File: src/flash_led_pkg.sv
package flash_led_pkg;

  // Register byte offsets on the serial register port
  localparam logic [7:0] OFS_COMMAND = 8'h00;
  localparam logic [7:0] OFS_DIMMING = 8'h01;
  localparam logic [7:0] OFS_INDICATOR = 8'h02;
  localparam logic [7:0] OFS_FAULT_STATUS = 8'h03;

  // Command register bit positions
  localparam int unsigned CMD_POWER_UP = 7;
  localparam int unsigned CMD_STROBE_EN = 6;
  localparam int unsigned CMD_TORCH_ON = 5;
  localparam int unsigned CMD_NTC_ON = 4;
  localparam int unsigned CMD_TMO_HI = 3;
  localparam int unsigned CMD_TMO_LO = 0;

  // Dimming and indicator register field positions
  localparam int unsigned DIM_TORCH_HI = 7;
  localparam int unsigned DIM_TORCH_LO = 4;
  localparam int unsigned DIM_FLASH_HI = 3;
  localparam int unsigned DIM_FLASH_LO = 0;
  localparam int unsigned IND_CUR_HI = 7;
  localparam int unsigned IND_CUR_LO = 4;
  localparam int unsigned IND_TIME_HI = 3;
  localparam int unsigned IND_TIME_LO = 0;

  // Fault status bit positions
  localparam int unsigned ST_FLASH_RUN = 6;
  localparam int unsigned ST_LED_OPEN = 5;
  localparam int unsigned ST_TEMP_WARN = 4;
  localparam int unsigned ST_TEMP_EXCESS = 3;
  localparam int unsigned ST_CHIP_OT = 2;
  localparam int unsigned ST_OUT_SHORT = 0;

  // Reset values
  localparam logic [7:0] REG_RESET = 8'h00;

  // Indicator on-time code that means continuous light
  localparam logic [3:0] IND_TIME_CONT = 4'hF;

  // Indicator current in 0.1 mA units is code * 40 / 3
  localparam logic [9:0] IND_CUR_NUM = 10'h028;
  localparam logic [9:0] IND_CUR_DEN = 10'h003;

  // Step offsets of the torch and flash level codes, path split step
  localparam logic [4:0] TORCH_STEP_BASE = 5'h01;
  localparam logic [4:0] FLASH_STEP_BASE = 5'h09;
  localparam logic [4:0] FLASH_PATH_STEP = 5'h0D;

  // Timing, in the units printed, and their cycle counts at 40 MHz
  localparam int unsigned CLK_KHZ = 40000;
  localparam int unsigned STEP_MS = 100;
  localparam int unsigned PRECHARGE_US = 360;
  localparam int unsigned POR_US = 1;
  localparam int unsigned STEP_CYC_DEF = CLK_KHZ * STEP_MS;
  localparam int unsigned PRECHARGE_CYC_DEF = CLK_KHZ * PRECHARGE_US / 1000;
  localparam int unsigned POR_CYC = CLK_KHZ * POR_US / 1000;
  localparam int unsigned CNT_W = 22;

  // Open-LED comparator must hold this many cycles to count
  localparam logic [2:0] OPEN_FILT_LEN = 3'h7;

  // Operating modes
  typedef enum logic [2:0] {
    MODE_POR       = 3'h0,
    MODE_SHUTDOWN  = 3'h1,
    MODE_PRECHARGE = 3'h2,
    MODE_READY     = 3'h3,
    MODE_TORCH     = 3'h4,
    MODE_FLASH     = 3'h5
  } mode_t;

endpackage : flash_led_pkg

File: src/sync2.sv
`timescale 1ns/1ps

// Two-flop synchroniser, one stage pair per bit
module sync2 #(
  parameter int unsigned W = 1
) (
  input  wire logic         clk_i,
  input  wire logic         srst_i,
  input  wire logic [W-1:0] async_i,
  output logic      [W-1:0] sync_o
);

  // First stage feeds only the second stage
  logic [W-1:0] meta_r;

  genvar gi;
  generate
    for (gi = 0; gi < W; gi++) begin : g_bit
      // Per-bit pair keeps metastability away from logic
      always_ff @(posedge clk_i) begin
        if (srst_i) begin
          meta_r[gi] <= 1'b0;
          sync_o[gi] <= 1'b0;
        end else begin
          meta_r[gi] <= async_i[gi];
          sync_o[gi] <= meta_r[gi];
        end
      end
    end
  endgenerate

endmodule : sync2

File: src/indicator_timer.sv
`timescale 1ns/1ps

// Indicator on-time timer, started by a nonzero current code write
module indicator_timer
  import flash_led_pkg::*;
#(
  parameter int unsigned STEP_CYCLES = STEP_CYC_DEF
) (
  input  wire logic       clk_i,
  input  wire logic       srst_i,
  input  wire logic       load_i,       // Indicator register write
  input  wire logic [3:0] cur_code_i,   // Current code being written
  input  wire logic [3:0] on_time_i,    // On-time code being written
  output logic            lit_o         // Timer says source is on
);

  logic [CNT_W-1:0] sub_r;     // Cycles within one 100 ms step
  logic [3:0]       steps_r;   // Whole steps still to run
  logic             cont_r;    // Continuous light selected

  // Only a write of the current code switches the source on
  always_ff @(posedge clk_i) begin
    if (srst_i) begin
      lit_o   <= 1'b0;
      cont_r  <= 1'b0;
      steps_r <= 4'h0;
      sub_r   <= '0;
    end else if (load_i) begin
      // Zero code turns off; on-time 0 has no time, so stays dark
      lit_o   <= (cur_code_i != 4'h0) && (on_time_i != 4'h0);
      cont_r  <= (on_time_i == IND_TIME_CONT);
      steps_r <= on_time_i;
      sub_r   <= '0;
    end else if (lit_o && !cont_r) begin
      if (sub_r == CNT_W'(STEP_CYCLES - 1)) begin
        sub_r   <= '0;
        steps_r <= steps_r - 4'h1;
        // Last step elapsed: programmed time is over
        if (steps_r == 4'h1) begin
          lit_o <= 1'b0;
        end
      end else begin
        sub_r <= sub_r + CNT_W'(1);
      end
    end
  end

endmodule : indicator_timer

File: src/flash_led_ctrl.sv
`timescale 1ns/1ps

// Operation
// On-time codes 1-14 give 100 ms steps
// On-time code 15 keeps indicator lit
// Nonzero current write starts timer, expiry stops
// Only current code writes switch indicator
// Indicator current linear, 1.3 mA per code
// Torch steps 1-16, flash steps 9-24
// Flash-running bit follows live flash mode
// Open LED sets fault, returns ready
// Temperature warning sets bit, alert, no change
// Excess temperature sets bit, alert, ready
// Chip overtemperature sets bit, alert, ready
// Start-up precharge, short flag, abort on failure
// Status read clears latched fault bits
// Faults pull alert; most force ready
// Reset period ignores inputs, samples address
// Shutdown keeps serial port; power bit clear
// Ready: converter off, indicator usable only
// Ready entry from shutdown, flash, torch
// Host rearms strobe enable, loads timeout first
// Flash lasts as long as strobe pulse
// Timeout accumulates, reloads on command write
// Timeout clears enable, ready, alert
// Flash needs enable, strobe pin, power bit
// Timeout field 100 ms per count, unchanged
// Alert released when nothing is pending
module flash_led_ctrl
  import flash_led_pkg::*;
#(
  parameter int unsigned STEP_CYCLES      = STEP_CYC_DEF,
  parameter int unsigned PRECHARGE_CYCLES = PRECHARGE_CYC_DEF
) (
  input  wire logic       clk_i,
  input  wire logic       srst_i,              // Power-on reset
  // Register port from the serial slave, same clock
  input  wire logic       reg_wr_i,            // One-cycle write strobe
  input  wire logic       reg_rd_i,            // One-cycle read strobe
  input  wire logic [7:0] reg_addr_i,
  input  wire logic [7:0] reg_wdata_i,
  output logic      [7:0] reg_rdata_o,         // Valid after read
  // Pins and comparators, all asynchronous
  input  wire logic       strobe_pin_input_i,
  input  wire logic       addr_sel_pin_i,
  input  wire logic       led_open_cmp_i,
  input  wire logic       temp_warn_cmp_i,
  input  wire logic       temp_excess_cmp_i,
  input  wire logic       chip_overtemp_i,
  input  wire logic       vout_ok_cmp_i,
  // Open-drain alert pin
  output logic            alert_n_pin_o,
  output logic            alert_n_pin_oe_o,
  // Controls toward the analog side
  output logic            slave_addr_sel_o,    // Address caught at reset
  output logic            analog_en_o,
  output logic            precharge_en_o,
  output logic            converter_en_o,
  output logic            ntc_monitor_en_o,
  output logic [4:0]      led_step_o,          // 0 when LED idle
  output logic            sense_flash_only_o,
  output logic            indicator_on_o,
  output logic [7:0]      indicator_current_o, // 0.1 mA units
  output logic            flash_active_o
);

  mode_t            mode_r;          // Operating mode
  mode_t            mode_nxt;
  logic [7:0]       cmd_r;           // Command register
  logic [7:0]       dim_r;           // Dimming register
  logic [7:0]       ind_r;           // Indicator register
  logic [5:0]       por_cnt_r;       // Reset period counter
  logic [CNT_W-1:0] pre_cnt_r;       // Precharge counter
  logic [CNT_W-1:0] tmo_sub_r;       // Cycles inside one timeout step
  logic [3:0]       tmo_left_r;      // Timeout steps left
  logic             tmo_pend_r;      // Timeout alert not yet read
  logic             led_open_r;      // Latched fault flags
  logic             temp_warn_r;
  logic             temp_excess_r;
  logic             chip_ot_r;
  logic             out_short_r;
  logic [2:0]       open_filt_r;     // Open-LED hold counter
  logic             ind_lit;         // Indicator timer output
  logic [6:0]       pins_s;          // Synchronised inputs
  logic [9:0]       ind_prod;        // Indicator current product

  // Named views of the synchronised inputs
  logic strobe_s, addr_s, open_s, warn_s, excess_s, ot_s, vok_s;
  assign {strobe_s, addr_s, open_s, warn_s, excess_s, ot_s, vok_s} = pins_s;

  // Pins cross from outside the clock domain through two flops
  sync2 #(
    .W (7)
  ) u_sync (
    .clk_i   (clk_i),
    .srst_i  (srst_i),
    .async_i ({strobe_pin_input_i, addr_sel_pin_i, led_open_cmp_i,
               temp_warn_cmp_i, temp_excess_cmp_i, chip_overtemp_i,
               vout_ok_cmp_i}),
    .sync_o  (pins_s)
  );

  // Register accesses are ignored until the reset period ends
  logic in_por;
  logic wr_ok;
  logic stat_rd;
  assign in_por  = (mode_r == MODE_POR);
  assign wr_ok   = reg_wr_i && !in_por;
  assign stat_rd = reg_rd_i && !in_por &&
                   (reg_addr_i == OFS_FAULT_STATUS);

  logic cmd_wr;
  logic ind_wr;
  assign cmd_wr = wr_ok && (reg_addr_i == OFS_COMMAND);
  assign ind_wr = wr_ok && (reg_addr_i == OFS_INDICATOR);

  // Mode decodes
  logic led_on;
  logic flash_req;
  logic tmo_hit;
  logic ntc_active;
  assign led_on    = (mode_r == MODE_TORCH) || (mode_r == MODE_FLASH);
  // Strobe enable, strobe pin and power bit all meet in this AND
  assign flash_req = cmd_r[CMD_STROBE_EN] && strobe_s &&
                     cmd_r[CMD_POWER_UP];
  assign tmo_hit   = (mode_r == MODE_FLASH) && (tmo_left_r == 4'h0);
  // Temperature comparators always watch while the LED runs
  assign ntc_active = led_on ||
                      ((mode_r == MODE_READY) && cmd_r[CMD_NTC_ON]);

  // Fault events in this cycle
  logic open_evt;
  logic warn_evt;
  logic excess_evt;
  logic ot_evt;
  logic force_ready;
  assign open_evt   = led_on && (open_filt_r == OPEN_FILT_LEN);
  assign warn_evt   = warn_s && ntc_active;
  assign excess_evt = excess_s && ntc_active;
  assign ot_evt     = ot_s && led_on;
  // Warning alone never forces a mode change
  assign force_ready = open_evt || excess_evt || ot_evt ||
                       led_open_r || temp_excess_r || chip_ot_r ||
                       out_short_r;

  // Mode sequencing
  always_comb begin
    mode_nxt = mode_r;
    case (mode_r)
      MODE_POR: begin
        if (por_cnt_r == 6'(POR_CYC - 1)) begin
          mode_nxt = MODE_SHUTDOWN;
        end
      end
      MODE_SHUTDOWN: begin
        if (cmd_r[CMD_POWER_UP]) begin
          mode_nxt = MODE_PRECHARGE;
        end
      end
      MODE_PRECHARGE: begin
        if (!cmd_r[CMD_POWER_UP]) begin
          mode_nxt = MODE_SHUTDOWN;
        end else if (vok_s) begin
          mode_nxt = MODE_READY;
        end else if (pre_cnt_r == CNT_W'(PRECHARGE_CYCLES - 1)) begin
          mode_nxt = MODE_SHUTDOWN;
        end
      end
      MODE_READY: begin
        if (!cmd_r[CMD_POWER_UP]) begin
          mode_nxt = MODE_SHUTDOWN;
        end else if (!force_ready && flash_req) begin
          mode_nxt = MODE_FLASH;
        end else if (!force_ready && cmd_r[CMD_TORCH_ON]) begin
          mode_nxt = MODE_TORCH;
        end
      end
      MODE_TORCH: begin
        if (!cmd_r[CMD_POWER_UP]) begin
          mode_nxt = MODE_SHUTDOWN;
        end else if (force_ready || !cmd_r[CMD_TORCH_ON]) begin
          mode_nxt = MODE_READY;
        end else if (flash_req) begin
          mode_nxt = MODE_FLASH;
        end
      end
      MODE_FLASH: begin
        if (!cmd_r[CMD_POWER_UP]) begin
          mode_nxt = MODE_SHUTDOWN;
        end else if (force_ready || !flash_req || tmo_hit) begin
          // Strobe pulse length sets how long flash lasts
          mode_nxt = MODE_READY;
        end
      end
      default: begin
        mode_nxt = MODE_SHUTDOWN;
      end
    endcase
  end

  // Mode register
  always_ff @(posedge clk_i) begin
    if (srst_i) begin
      mode_r <= MODE_POR;
    end else begin
      mode_r <= mode_nxt;
    end
  end

  // Reset period timer; address pin caught at its end
  always_ff @(posedge clk_i) begin
    if (srst_i) begin
      por_cnt_r        <= 6'h00;
      slave_addr_sel_o <= 1'b0;
    end else if (in_por) begin
      por_cnt_r <= por_cnt_r + 6'h01;
      if (mode_nxt == MODE_SHUTDOWN) begin
        slave_addr_sel_o <= addr_s;
      end
    end
  end

  // Precharge timer restarts on every entry
  always_ff @(posedge clk_i) begin
    if (srst_i) begin
      pre_cnt_r <= '0;
    end else if (mode_r == MODE_PRECHARGE) begin
      pre_cnt_r <= pre_cnt_r + CNT_W'(1);
    end else begin
      pre_cnt_r <= '0;
    end
  end

  // Command register; hardware clears beat stale bits, writes win
  always_ff @(posedge clk_i) begin
    if (srst_i) begin
      cmd_r <= REG_RESET;
    end else if (cmd_wr) begin
      cmd_r <= reg_wdata_i;
    end else begin
      if (tmo_hit) begin
        cmd_r[CMD_STROBE_EN] <= 1'b0;
      end
      // Failed start: drop power bit so it does not retry blindly
      if (mode_r == MODE_PRECHARGE && mode_nxt == MODE_SHUTDOWN) begin
        cmd_r[CMD_POWER_UP] <= 1'b0;
      end
    end
  end

  // Dimming and indicator registers
  always_ff @(posedge clk_i) begin
    if (srst_i) begin
      dim_r <= REG_RESET;
      ind_r <= REG_RESET;
    end else if (wr_ok) begin
      if (reg_addr_i == OFS_DIMMING) begin
        dim_r <= reg_wdata_i;
      end else if (reg_addr_i == OFS_INDICATOR) begin
        ind_r <= reg_wdata_i;
      end
    end
  end

  // Flash timeout counter: runs only in flash, keeps its count
  // between strobe pulses, the field itself is never touched
  always_ff @(posedge clk_i) begin
    if (srst_i) begin
      tmo_left_r <= 4'h0;
      tmo_sub_r  <= '0;
    end else if (cmd_wr) begin
      tmo_left_r <= reg_wdata_i[CMD_TMO_HI:CMD_TMO_LO];
      tmo_sub_r  <= '0;
    end else if (mode_r == MODE_FLASH && tmo_left_r != 4'h0) begin
      if (tmo_sub_r == CNT_W'(STEP_CYCLES - 1)) begin
        tmo_sub_r  <= '0;
        tmo_left_r <= tmo_left_r - 4'h1;
      end else begin
        tmo_sub_r <= tmo_sub_r + CNT_W'(1);
      end
    end
  end

  // Open-LED filter: comparator must hold before it counts
  always_ff @(posedge clk_i) begin
    if (srst_i) begin
      open_filt_r <= 3'h0;
    end else if (open_s && led_on) begin
      if (open_filt_r != OPEN_FILT_LEN) begin
        open_filt_r <= open_filt_r + 3'h1;
      end
    end else begin
      open_filt_r <= 3'h0;
    end
  end

  // Latched faults; a set in the read cycle wins over the clear
  always_ff @(posedge clk_i) begin
    if (srst_i) begin
      led_open_r    <= 1'b0;
      temp_warn_r   <= 1'b0;
      temp_excess_r <= 1'b0;
      chip_ot_r     <= 1'b0;
      tmo_pend_r    <= 1'b0;
    end else begin
      led_open_r    <= open_evt   || (led_open_r    && !stat_rd);
      temp_warn_r   <= warn_evt   || (temp_warn_r   && !stat_rd);
      temp_excess_r <= excess_evt || (temp_excess_r && !stat_rd);
      chip_ot_r     <= ot_evt     || (chip_ot_r     && !stat_rd);
      tmo_pend_r    <= tmo_hit    || (tmo_pend_r    && !stat_rd);
    end
  end

  // Output-short flag: set on start-up, cleared by threshold or read
  always_ff @(posedge clk_i) begin
    if (srst_i) begin
      out_short_r <= 1'b0;
    end else if (mode_r == MODE_SHUTDOWN && mode_nxt == MODE_PRECHARGE) begin
      out_short_r <= 1'b1;
    end else if (mode_r == MODE_PRECHARGE && vok_s) begin
      out_short_r <= 1'b0;
    end else if (stat_rd) begin
      out_short_r <= 1'b0;
    end
  end

  // Read data, registered one cycle after the strobe
  always_ff @(posedge clk_i) begin
    if (srst_i) begin
      reg_rdata_o <= REG_RESET;
    end else if (reg_rd_i && !in_por) begin
      if (reg_addr_i == OFS_COMMAND) begin
        reg_rdata_o <= cmd_r;
      end else if (reg_addr_i == OFS_DIMMING) begin
        reg_rdata_o <= dim_r;
      end else if (reg_addr_i == OFS_INDICATOR) begin
        reg_rdata_o <= ind_r;
      end else if (reg_addr_i == OFS_FAULT_STATUS) begin
        reg_rdata_o <= REG_RESET;
        reg_rdata_o[ST_FLASH_RUN]   <= (mode_r == MODE_FLASH);
        reg_rdata_o[ST_LED_OPEN]    <= led_open_r;
        reg_rdata_o[ST_TEMP_WARN]   <= temp_warn_r;
        reg_rdata_o[ST_TEMP_EXCESS] <= temp_excess_r;
        reg_rdata_o[ST_CHIP_OT]     <= chip_ot_r;
        reg_rdata_o[ST_OUT_SHORT]   <= out_short_r;
      end else begin
        reg_rdata_o <= REG_RESET;
      end
    end
  end

  // Indicator on-time timer
  indicator_timer #(
    .STEP_CYCLES (STEP_CYCLES)
  ) u_ind_timer (
    .clk_i      (clk_i),
    .srst_i     (srst_i),
    .load_i     (ind_wr),
    .cur_code_i (reg_wdata_i[IND_CUR_HI:IND_CUR_LO]),
    .on_time_i  (reg_wdata_i[IND_TIME_HI:IND_TIME_LO]),
    .lit_o      (ind_lit)
  );

  // Linear current decode: code * 40 / 3 matches the 0.1 mA scale
  assign ind_prod = ({6'h00, ind_r[IND_CUR_HI:IND_CUR_LO]} * IND_CUR_NUM)
                    / IND_CUR_DEN;

  // Level step for the active LED mode
  logic [4:0] step_now;
  always_comb begin
    step_now = 5'h00;
    if (mode_r == MODE_TORCH) begin
      step_now = {1'b0, dim_r[DIM_TORCH_HI:DIM_TORCH_LO]} +
                 TORCH_STEP_BASE;
    end else if (mode_r == MODE_FLASH) begin
      step_now = {1'b0, dim_r[DIM_FLASH_HI:DIM_FLASH_LO]} +
                 FLASH_STEP_BASE;
    end
  end

  // All outputs registered; one cycle behind the mode
  always_ff @(posedge clk_i) begin
    if (srst_i) begin
      alert_n_pin_o       <= 1'b0;
      alert_n_pin_oe_o    <= 1'b0;
      analog_en_o         <= 1'b0;
      precharge_en_o      <= 1'b0;
      converter_en_o      <= 1'b0;
      ntc_monitor_en_o    <= 1'b0;
      led_step_o          <= 5'h00;
      sense_flash_only_o  <= 1'b0;
      indicator_on_o      <= 1'b0;
      indicator_current_o <= 8'h00;
      flash_active_o      <= 1'b0;
    end else begin
      // Pin only ever pulls low; floats during reset period
      alert_n_pin_o    <= 1'b0;
      alert_n_pin_oe_o <= !in_por &&
                          (led_open_r || temp_warn_r || temp_excess_r ||
                           chip_ot_r || out_short_r || tmo_pend_r);
      analog_en_o    <= (mode_r != MODE_POR) && (mode_r != MODE_SHUTDOWN);
      precharge_en_o <= (mode_r == MODE_PRECHARGE);
      // Converter only runs with the LED; ready keeps it off
      converter_en_o     <= led_on;
      ntc_monitor_en_o   <= ntc_active;
      led_step_o         <= step_now;
      sense_flash_only_o <= (step_now >= FLASH_PATH_STEP);
      // Indicator lights only in ready mode
      indicator_on_o      <= ind_lit && (mode_r == MODE_READY);
      indicator_current_o <= (ind_lit && mode_r == MODE_READY) ?
                             ind_prod[7:0] : 8'h00;
      flash_active_o      <= (mode_r == MODE_FLASH);
    end
  end

endmodule : flash_led_ctrl

File: config.mk
export PLATFORM = sky130hd
export DESIGN_NAME = flash_led_ctrl
export DESIGN_NICKNAME = d
export VERILOG_FILES = /design/src/flash_led_pkg.sv /design/src/sync2.sv /design/src/indicator_timer.sv /design/src/flash_led_ctrl.sv
export SDC_FILE = /design/constraint.sdc
export NUM_CORES = 1
export LEC_CHECK = 0
export BUFFER_PORTS_ARGS = -buffer_cell sky130_fd_sc_hd__buf_2
export CAP_MARGIN = 20
export CORE_ASPECT_RATIO = 1.4
export CORE_MARGIN = 2
export CORE_UTILIZATION = 45
export CTS_CLUSTER_SIZE = 28
export DETAILED_ROUTE_END_ITERATION = 8
export SYNTH_ARGS = -nofsm -noshare
export SYNTH_HDL_FRONTEND = slang
export SYNTH_SLANG_ARGS = --single-unit
File: constraint.sdc
create_clock -name clk_i -period 7.24 [get_ports clk_i]
set_input_delay 1.086 -clock clk_i [delete_from_list [all_inputs] [get_ports clk_i]]
set_output_delay 1.086 -clock clk_i [all_outputs]
set_load 0.05 [all_outputs]
# Yosys cells after proc, flatten, opt, wreduce, memory -nomap -nowiden
# Cells that the tools add are included.
# Widths: inputs -> output; s select.
[op_classes] addsub=9 n_mul=1 div_mod_pow=1 magnitude_cmp=1 eq_ne=19 shifts=0 mux=38 bitwise=4 n_reduce_logical=83
[op_table] op="$add 22x1->22 const B" count=3
[op_table] op="$eq 22x22->1 const B" count=2
[op_table] op="$mux 22" count=2
[op_table] op="$mux 3" count=13
[op_table] op="$logic_and 1x1->1" count=30
[op_table] op="$mux 4" count=6
[op_table] op="$mux 8" count=3
[op_table] op="$eq 22x14->1 const B" count=1
[op_table] op="$logic_or 1x1->1" count=21
[op_table] op="$pmux 3 s6" count=1
[op_table] op="$eq 8x2->1 const B" count=2
[op_table] op="$reduce_bool 2->1" count=7
[op_table] op="$reduce_bool 4->1" count=3
[op_table] op="$div 10x2->10 const B" count=1
[op_table] op="$mux 5" count=2
[op_table] op="$reduce_or 2->1" count=5
[op_table] op="$eq 3x2->1 const B" count=3
[op_table] op="$eq 3x3->1 const B" count=3
[op_table] op="$mux 1" count=9
[op_table] op="$eq 8x1->1 const B" count=1
[op_table] op="$logic_not 8->1" count=1
[op_table] op="$reduce_and 2->1" count=4
[op_table] op="$sub 4x1->4 const B" count=2
[op_table] op="$mul 4x3->7 const B" count=1
[op_table] op="other kinds (19)" count=30
[totals] register_bits=162 latchBits=0 ramBits=0 rom_bits=0 out_inout_bits=31 elab_cells=203 mem_count=0

# Longest topological paths before layout
[logic_depth] depth_word=20 ltp_mapped=22 ltp_nobuf=20

# Modules after synthesis
# A second synthesis with hierarchy kept.
[unflattened] cells_unflattened=954 area_unflattened_um2=8069.0
[by_module_without_submodules] module="flash_led_ctrl" n_inst=1 cells_each=745 area_per_inst_um2=6162.2 seq_area_each_um2=2402.3
[by_module_without_submodules] module="indicator_timer" n_inst=1 cells_each=180 area_per_inst_um2=1498.9 seq_area_each_um2=560.5
[by_module_without_submodules] module="sync2" n_inst=1 cells_each=29 area_per_inst_um2=407.9 seq_area_each_um2=280.3

# Worst setup path after synthesis
# Ideal clock, no wire load.
[synth_timing] path_type="reg-to-reg" startpoint="register ind_r[4]" endpoint="register indicator_current_o[0]" arrival_ps=4913 required_ps=7118 slack_ps=2205 path_stages_with_launch=20 n_path_buf=1 path_cell_list="dfxtp_1 -> ha_1 -> ha_1 -> inv_1 -> fa_1 -> or3b_1 -> mux2i_2 -> nor3_1 -> o311ai_4 -> a31oi_4 -> ha_1 -> or2_2 -> o22ai_1 -> ha_1 -> clkbuf_1 -> nor2b_1 -> or3b_2 -> a31o_2 -> o31ai_2 -> a21oi_1"
[synth_via] elab_chain_cells=2
[synth_rtl] item="start, declared" line="flash_led_ctrl.sv:71" rtl="logic [7:0] ind_r;"
[synth_rtl] item="start signal, assigned" line="flash_led_ctrl.sv:260" rtl="ind_r <= reg_wdata_i;"
[synth_rtl] item="$mul 4x3->7" line="flash_led_ctrl.sv:365" rtl="assign ind_prod = ({6'h00, ind_r[IND_CUR_HI:IND_CUR_LO]} * IND_CUR_NUM)"
[synth_rtl] item="$div 10x2->10" line="flash_led_ctrl.sv:366" rtl="/ IND_CUR_DEN;"
[synth_rtl] item="end signal, assigned" line="flash_led_ctrl.sv:410" rtl="indicator_current_o <= (ind_lit && mode_r == MODE_READY) ?"
[synth_rtl] item="end, declared" line="flash_led_ctrl.sv:63" rtl="output logic [7:0] indicator_current_o,"
# Every way passes these cells.
# A chain may end at the register's enable or synchronous reset.

# Worst setup path after layout
[layout_timing] startpoint="register ind_r[7]" endpoint="register indicator_current_o[0]"
# The elaborated chain is that of the path after synthesis.

==> impl_metrics.yaml <==
synth:
  synthTopCellsByArea: "sky130_fd_sc_hd__dfxtp_1 (43%), sky130_fd_sc_hd__nor2_1 (6.7%), sky130_fd_sc_hd__xor2_1 (5.5%)"
  synth_largest_type_area_fraction_pct: 42.6
  post_synth_xor_area_fraction_pct: 8.40
  synthesized_area_fraction_occupied_by_adder_cells_pct: 3.35
  synth-async-reset-ratio_pct: 0
  synthesis.yosys.warnings: 0
  syn_area_per_cell_um2: 8.59
  syn_area_um2: 7610
  list_of_most_frequent_post_synthesis_cells: "sky130_fd_sc_hd__dfxtp_1 (162), sky130_fd_sc_hd__nor2_1 (136), sky130_fd_sc_hd__nand2_1 (89)"
  post_synth_edffs: 0
  synthDominantAreaCellType: "sky130_fd_sc_hd__dfxtp_1"
  mappedNetlistNets: 932
  synthDistinctLibCells: 69
  largest_family_of_logic_cells_by_synthesized_area: "simple AND/OR/NAND/NOR gates"
  yosysMostFrequentCell: "sky130_fd_sc_hd__dfxtp_1"
  synth_sequential_area_ratio_pct: 42.6
  post_synth_and_or_nand_nor_area_fraction_pct: 25.7
  synth_flop_cell: "sky130_fd_sc_hd__dfxtp_1"
  syn_inst: 886
  synth-compound-area-share_pct: 11.9
  synthMuxAreaShare_pct: 4.85
  postSynthRegisterBits: 162
cts:
  number_of_clock_buffers_inserted_by_tritoncts: 17
  clock_tree.root_cell: "sky130_fd_sc_hd__clkbuf_16"
  worst_skew_pair.late_latency_ns: 0.43
  post_cts_resized: 0
  clock_tree.buffer_depth: 2
  clkTransAtPathRegs_ns: 0.06
  cts_hold_buffers: 0
  cts.sink_count: 162
  cts_tree: "yes"
  cts-htree-levels: 4
  cts_setup_buffers: 0
timing:
  hold_viol_final: 0
  timing.final.setup_violations: 0
  fin_worst_skew_ns: 0.00904
  slew_headroom_pct: 42.2
  setup_tns_ns: 0
  clock.fmax_mhz: 165
  max_slew.worst_pin.slew_ns: 0.868
  timing.final.max_slew_violations: 0
  timing.final.ws_setup_ns: 1.18
  finalCritPeriodShare_pct: 83.7
  rsz0062_at_grt: "false"
  period_minus_slack_ns: 6.06
routing:
  wl_per_cell_um: 14.7
  drc_violation_total_after_the_first_tritonroute_iteration: 369
  antenna_violating_nets_remaining: 0
  via_count: 6155
  routed_via_density: 5.41
  drc: 0
  drt_pre_antenna_iters: 4
  drt-total-wl_mm: 16.7
pwr:
  total_switching_power_uw: 392
  p_sw_share_pct: 21.8
  cellInternalPower_uw: 1400
  seq_power_share_pct: 50.1
  leakagePower_uw: 0.00321
  comb_power_share_pct: 1.9
  total_power_uw: 1790
  power_frac_clock_pct: 48.0
  power_per_cell_area_nw_per_um2: 209
  ir_drop_uv: 134
finish:
  diodes: 0
  drive_above_1_share_pct: 11.8
  area_growth_syn_to_layout_pct: 12.5
  finish.net_count: 968
worst_setup_path:
  crit_path_end_kind: "register"
  worst_ep_arrival_time_ns: 6.37
  critical_path_class: "reg2reg"
  path_max_fanout: 17
  timing.critical_path.from_type: "register"
  critical_path.startpoint: "ind_r[7]$_SDFFE_PP0P_"
  crit_required_ns: 7.55
  rr_startpoint: "ind_r[7]$_SDFFE_PP0P_"
  worstRegToRegCells: 18
global_routing:
  globalRouteMet2Util_pct: 33.5
  grt_util_met3_pct: 4.21
  grtUsageTotal_pct: 19.6
  grt_antenna_before_repair: 0
  grt_peak_use_layer: "met2"
  maximum_number_of_pins_on_one_net_before_global_route_repair: 88
  m1_gr_usage_pct: 23.6
  grt.overflow.total: 0
  first_global_vias: 5875
  grt_pass1_wl_mm: 28.2
floorplanning:
  initial_core_util_pct: 45.7
  ioPinCount: 58
  floorplan.rows: 56
  dieHeight_um: 158
  dieArea_um2: 18000
  fp.dieW_um: 114
  floorplan.core_area_um2: 16700
placement:
  dpl_worst_slack_ns: 1.24
  port_buffers: 56
  hpwl_mm: 11.9
  gpl.final_weighted_congestion: 0.821
job:
  maxCapViolCount: 0
worst_hold_path:
  hold_path_startpoint: "u_sync.meta_r[2]$_SDFF_PP0_"
  holdCritPathClass: "reg2reg"
  hold_depth: 1
status:
  status: "complete, no violations"
worst max-delay path, cell delays in order (launching register included):
cell,delay (ns)
sky130_fd_sc_hd__dfxtp_1,0.66
sky130_fd_sc_hd__ha_1,0.34
sky130_fd_sc_hd__ha_1,0.27
sky130_fd_sc_hd__inv_1,0.10
sky130_fd_sc_hd__fa_1,0.61
sky130_fd_sc_hd__or3b_1,0.44
sky130_fd_sc_hd__mux2i_2,0.31
sky130_fd_sc_hd__nor3_1,0.13
sky130_fd_sc_hd__o311ai_4,0.34
sky130_fd_sc_hd__a31oi_4,0.21
sky130_fd_sc_hd__ha_1,0.41
sky130_fd_sc_hd__or2_2,0.39
sky130_fd_sc_hd__o22ai_1,0.26
sky130_fd_sc_hd__ha_1,0.38
sky130_fd_sc_hd__nor2b_1,0.20
sky130_fd_sc_hd__or3b_2,0.47
sky130_fd_sc_hd__a31o_2,0.22
sky130_fd_sc_hd__o31ai_2,0.16
sky130_fd_sc_hd__a21oi_1,0.06
logic make-up (layout without fill, tap and decap cells):
kind of cell               count (synthesis)  after routing
buffers and inverters                     61            110
and+or+nand+nor                          404            404
DFF                                      162            162
muxes                                     29             29
adders and majority gates                 20             20
other                                      1              1
AOI/OAI and AO/OA                        136            136
xor gates and xnor gates                  73             73
cell type report:
cell class | count | area (µm²)
well taps | 203 | 254
multi-input cells | 663 | 4130
inverters | 19 | 71.3
flip-flops and latches | 162 | 3240
clock buffers | 22 | 464
clock inverters | 10 | 103
fillers | 1620 | 8110
repair buffers | 59 | 303
registers in the layout, summed over array words and instances, names as in the netlist, 7 cells and up:
signal	count
indicator_current_o	8
reg_rdata_o	8
tmo_sub_r	22
u_sync.meta_r	7
u_sync.sync_o	7
dim_r	8
ind_r	8
pre_cnt_r	22
u_ind_timer.sub_r	22
cmd_r	8
final timing paths:
| kind | slack [ns] | to |
|---|---|---|
| max | 1.18 | indicator_current_o[0]$_SDFF_PP0_ |
| min | 0.44 | u_sync.sync_o[2]$_SDFF_PP0_ |
| max reg2reg | 1.18 | indicator_current_o[0]$_SDFF_PP0_ |
| min reg2reg | 0.44 | u_sync.sync_o[2]$_SDFF_PP0_ |
power by group through the flow:
stage	Sequential, µW	Clock (µW)	Combinational (µW)
finish	899	861	34.8
global route	899	927	38.4
CTS	899	886	35.0
detailed placement	919	0	35.0
global placement	919	0	34.8
floorplan	918	0	20.3
layer usage:
layer  routed length (µm)  up-vias
met5                    0        -
met4                  471        0
met3                  545       31
met2                 8140      123
met1                 7560     2860
li1                     -     3141
metrics by stage:
| stage | instance area [µm²] | utilization, % | std cells | hold WS (ns) |
|---|---|---|---|---|
| after floorplan | 7610 | - | 886 | 0.414 |
| after global placement | 8000 | 48.0 | 1106 | 0.419 |
| after detailed placement | 8000 | 48.0 | 1106 | 0.422 |
| after CTS | 8570 | 51.4 | 1138 | 0.437 |
| after global routing | 8570 | 51.4 | 1138 | 0.460 |
| final | 8570 | 51.4 | 1138 | 0.436 |
placed cells by master, fill, tap and decap left out, types with 3 or more instances in the layout:
master and n:
sky130_fd_sc_hd__dfxtp_1 162, sky130_fd_sc_hd__nor2_1 136, sky130_fd_sc_hd__nand2_1 89, sky130_fd_sc_hd__buf_2 56, sky130_fd_sc_hd__xor2_1 48, sky130_fd_sc_hd__a21oi_1 47
sky130_fd_sc_hd__nand3_1 34, sky130_fd_sc_hd__nor2b_1 27, sky130_fd_sc_hd__xnor2_1 25, sky130_fd_sc_hd__o21ai_0 24, sky130_fd_sc_hd__mux2i_1 22, sky130_fd_sc_hd__inv_1 19
sky130_fd_sc_hd__nor3_1 18, sky130_fd_sc_hd__ha_1 18, sky130_fd_sc_hd__nand4_1 17, sky130_fd_sc_hd__and3_1 17, sky130_fd_sc_hd__clkbuf_16 17, sky130_fd_sc_hd__a22oi_1 15
sky130_fd_sc_hd__or3_1 14, sky130_fd_sc_hd__nand2b_1 10, sky130_fd_sc_hd__nor4_1 10, sky130_fd_sc_hd__a211oi_1 9, sky130_fd_sc_hd__a31oi_1 7, sky130_fd_sc_hd__and2_1 6
sky130_fd_sc_hd__o211ai_1 6, sky130_fd_sc_hd__mux4_2 6, sky130_fd_sc_hd__nand3b_1 4, sky130_fd_sc_hd__o31ai_1 4, sky130_fd_sc_hd__and4_1 4, sky130_fd_sc_hd__clkinv_4 4
sky130_fd_sc_hd__or3b_2 3, sky130_fd_sc_hd__nand4b_1 3, sky130_fd_sc_hd__clkbuf_1 3, sky130_fd_sc_hd__buf_4 3
Note: power is estimated with default switching activity, not from simulation.
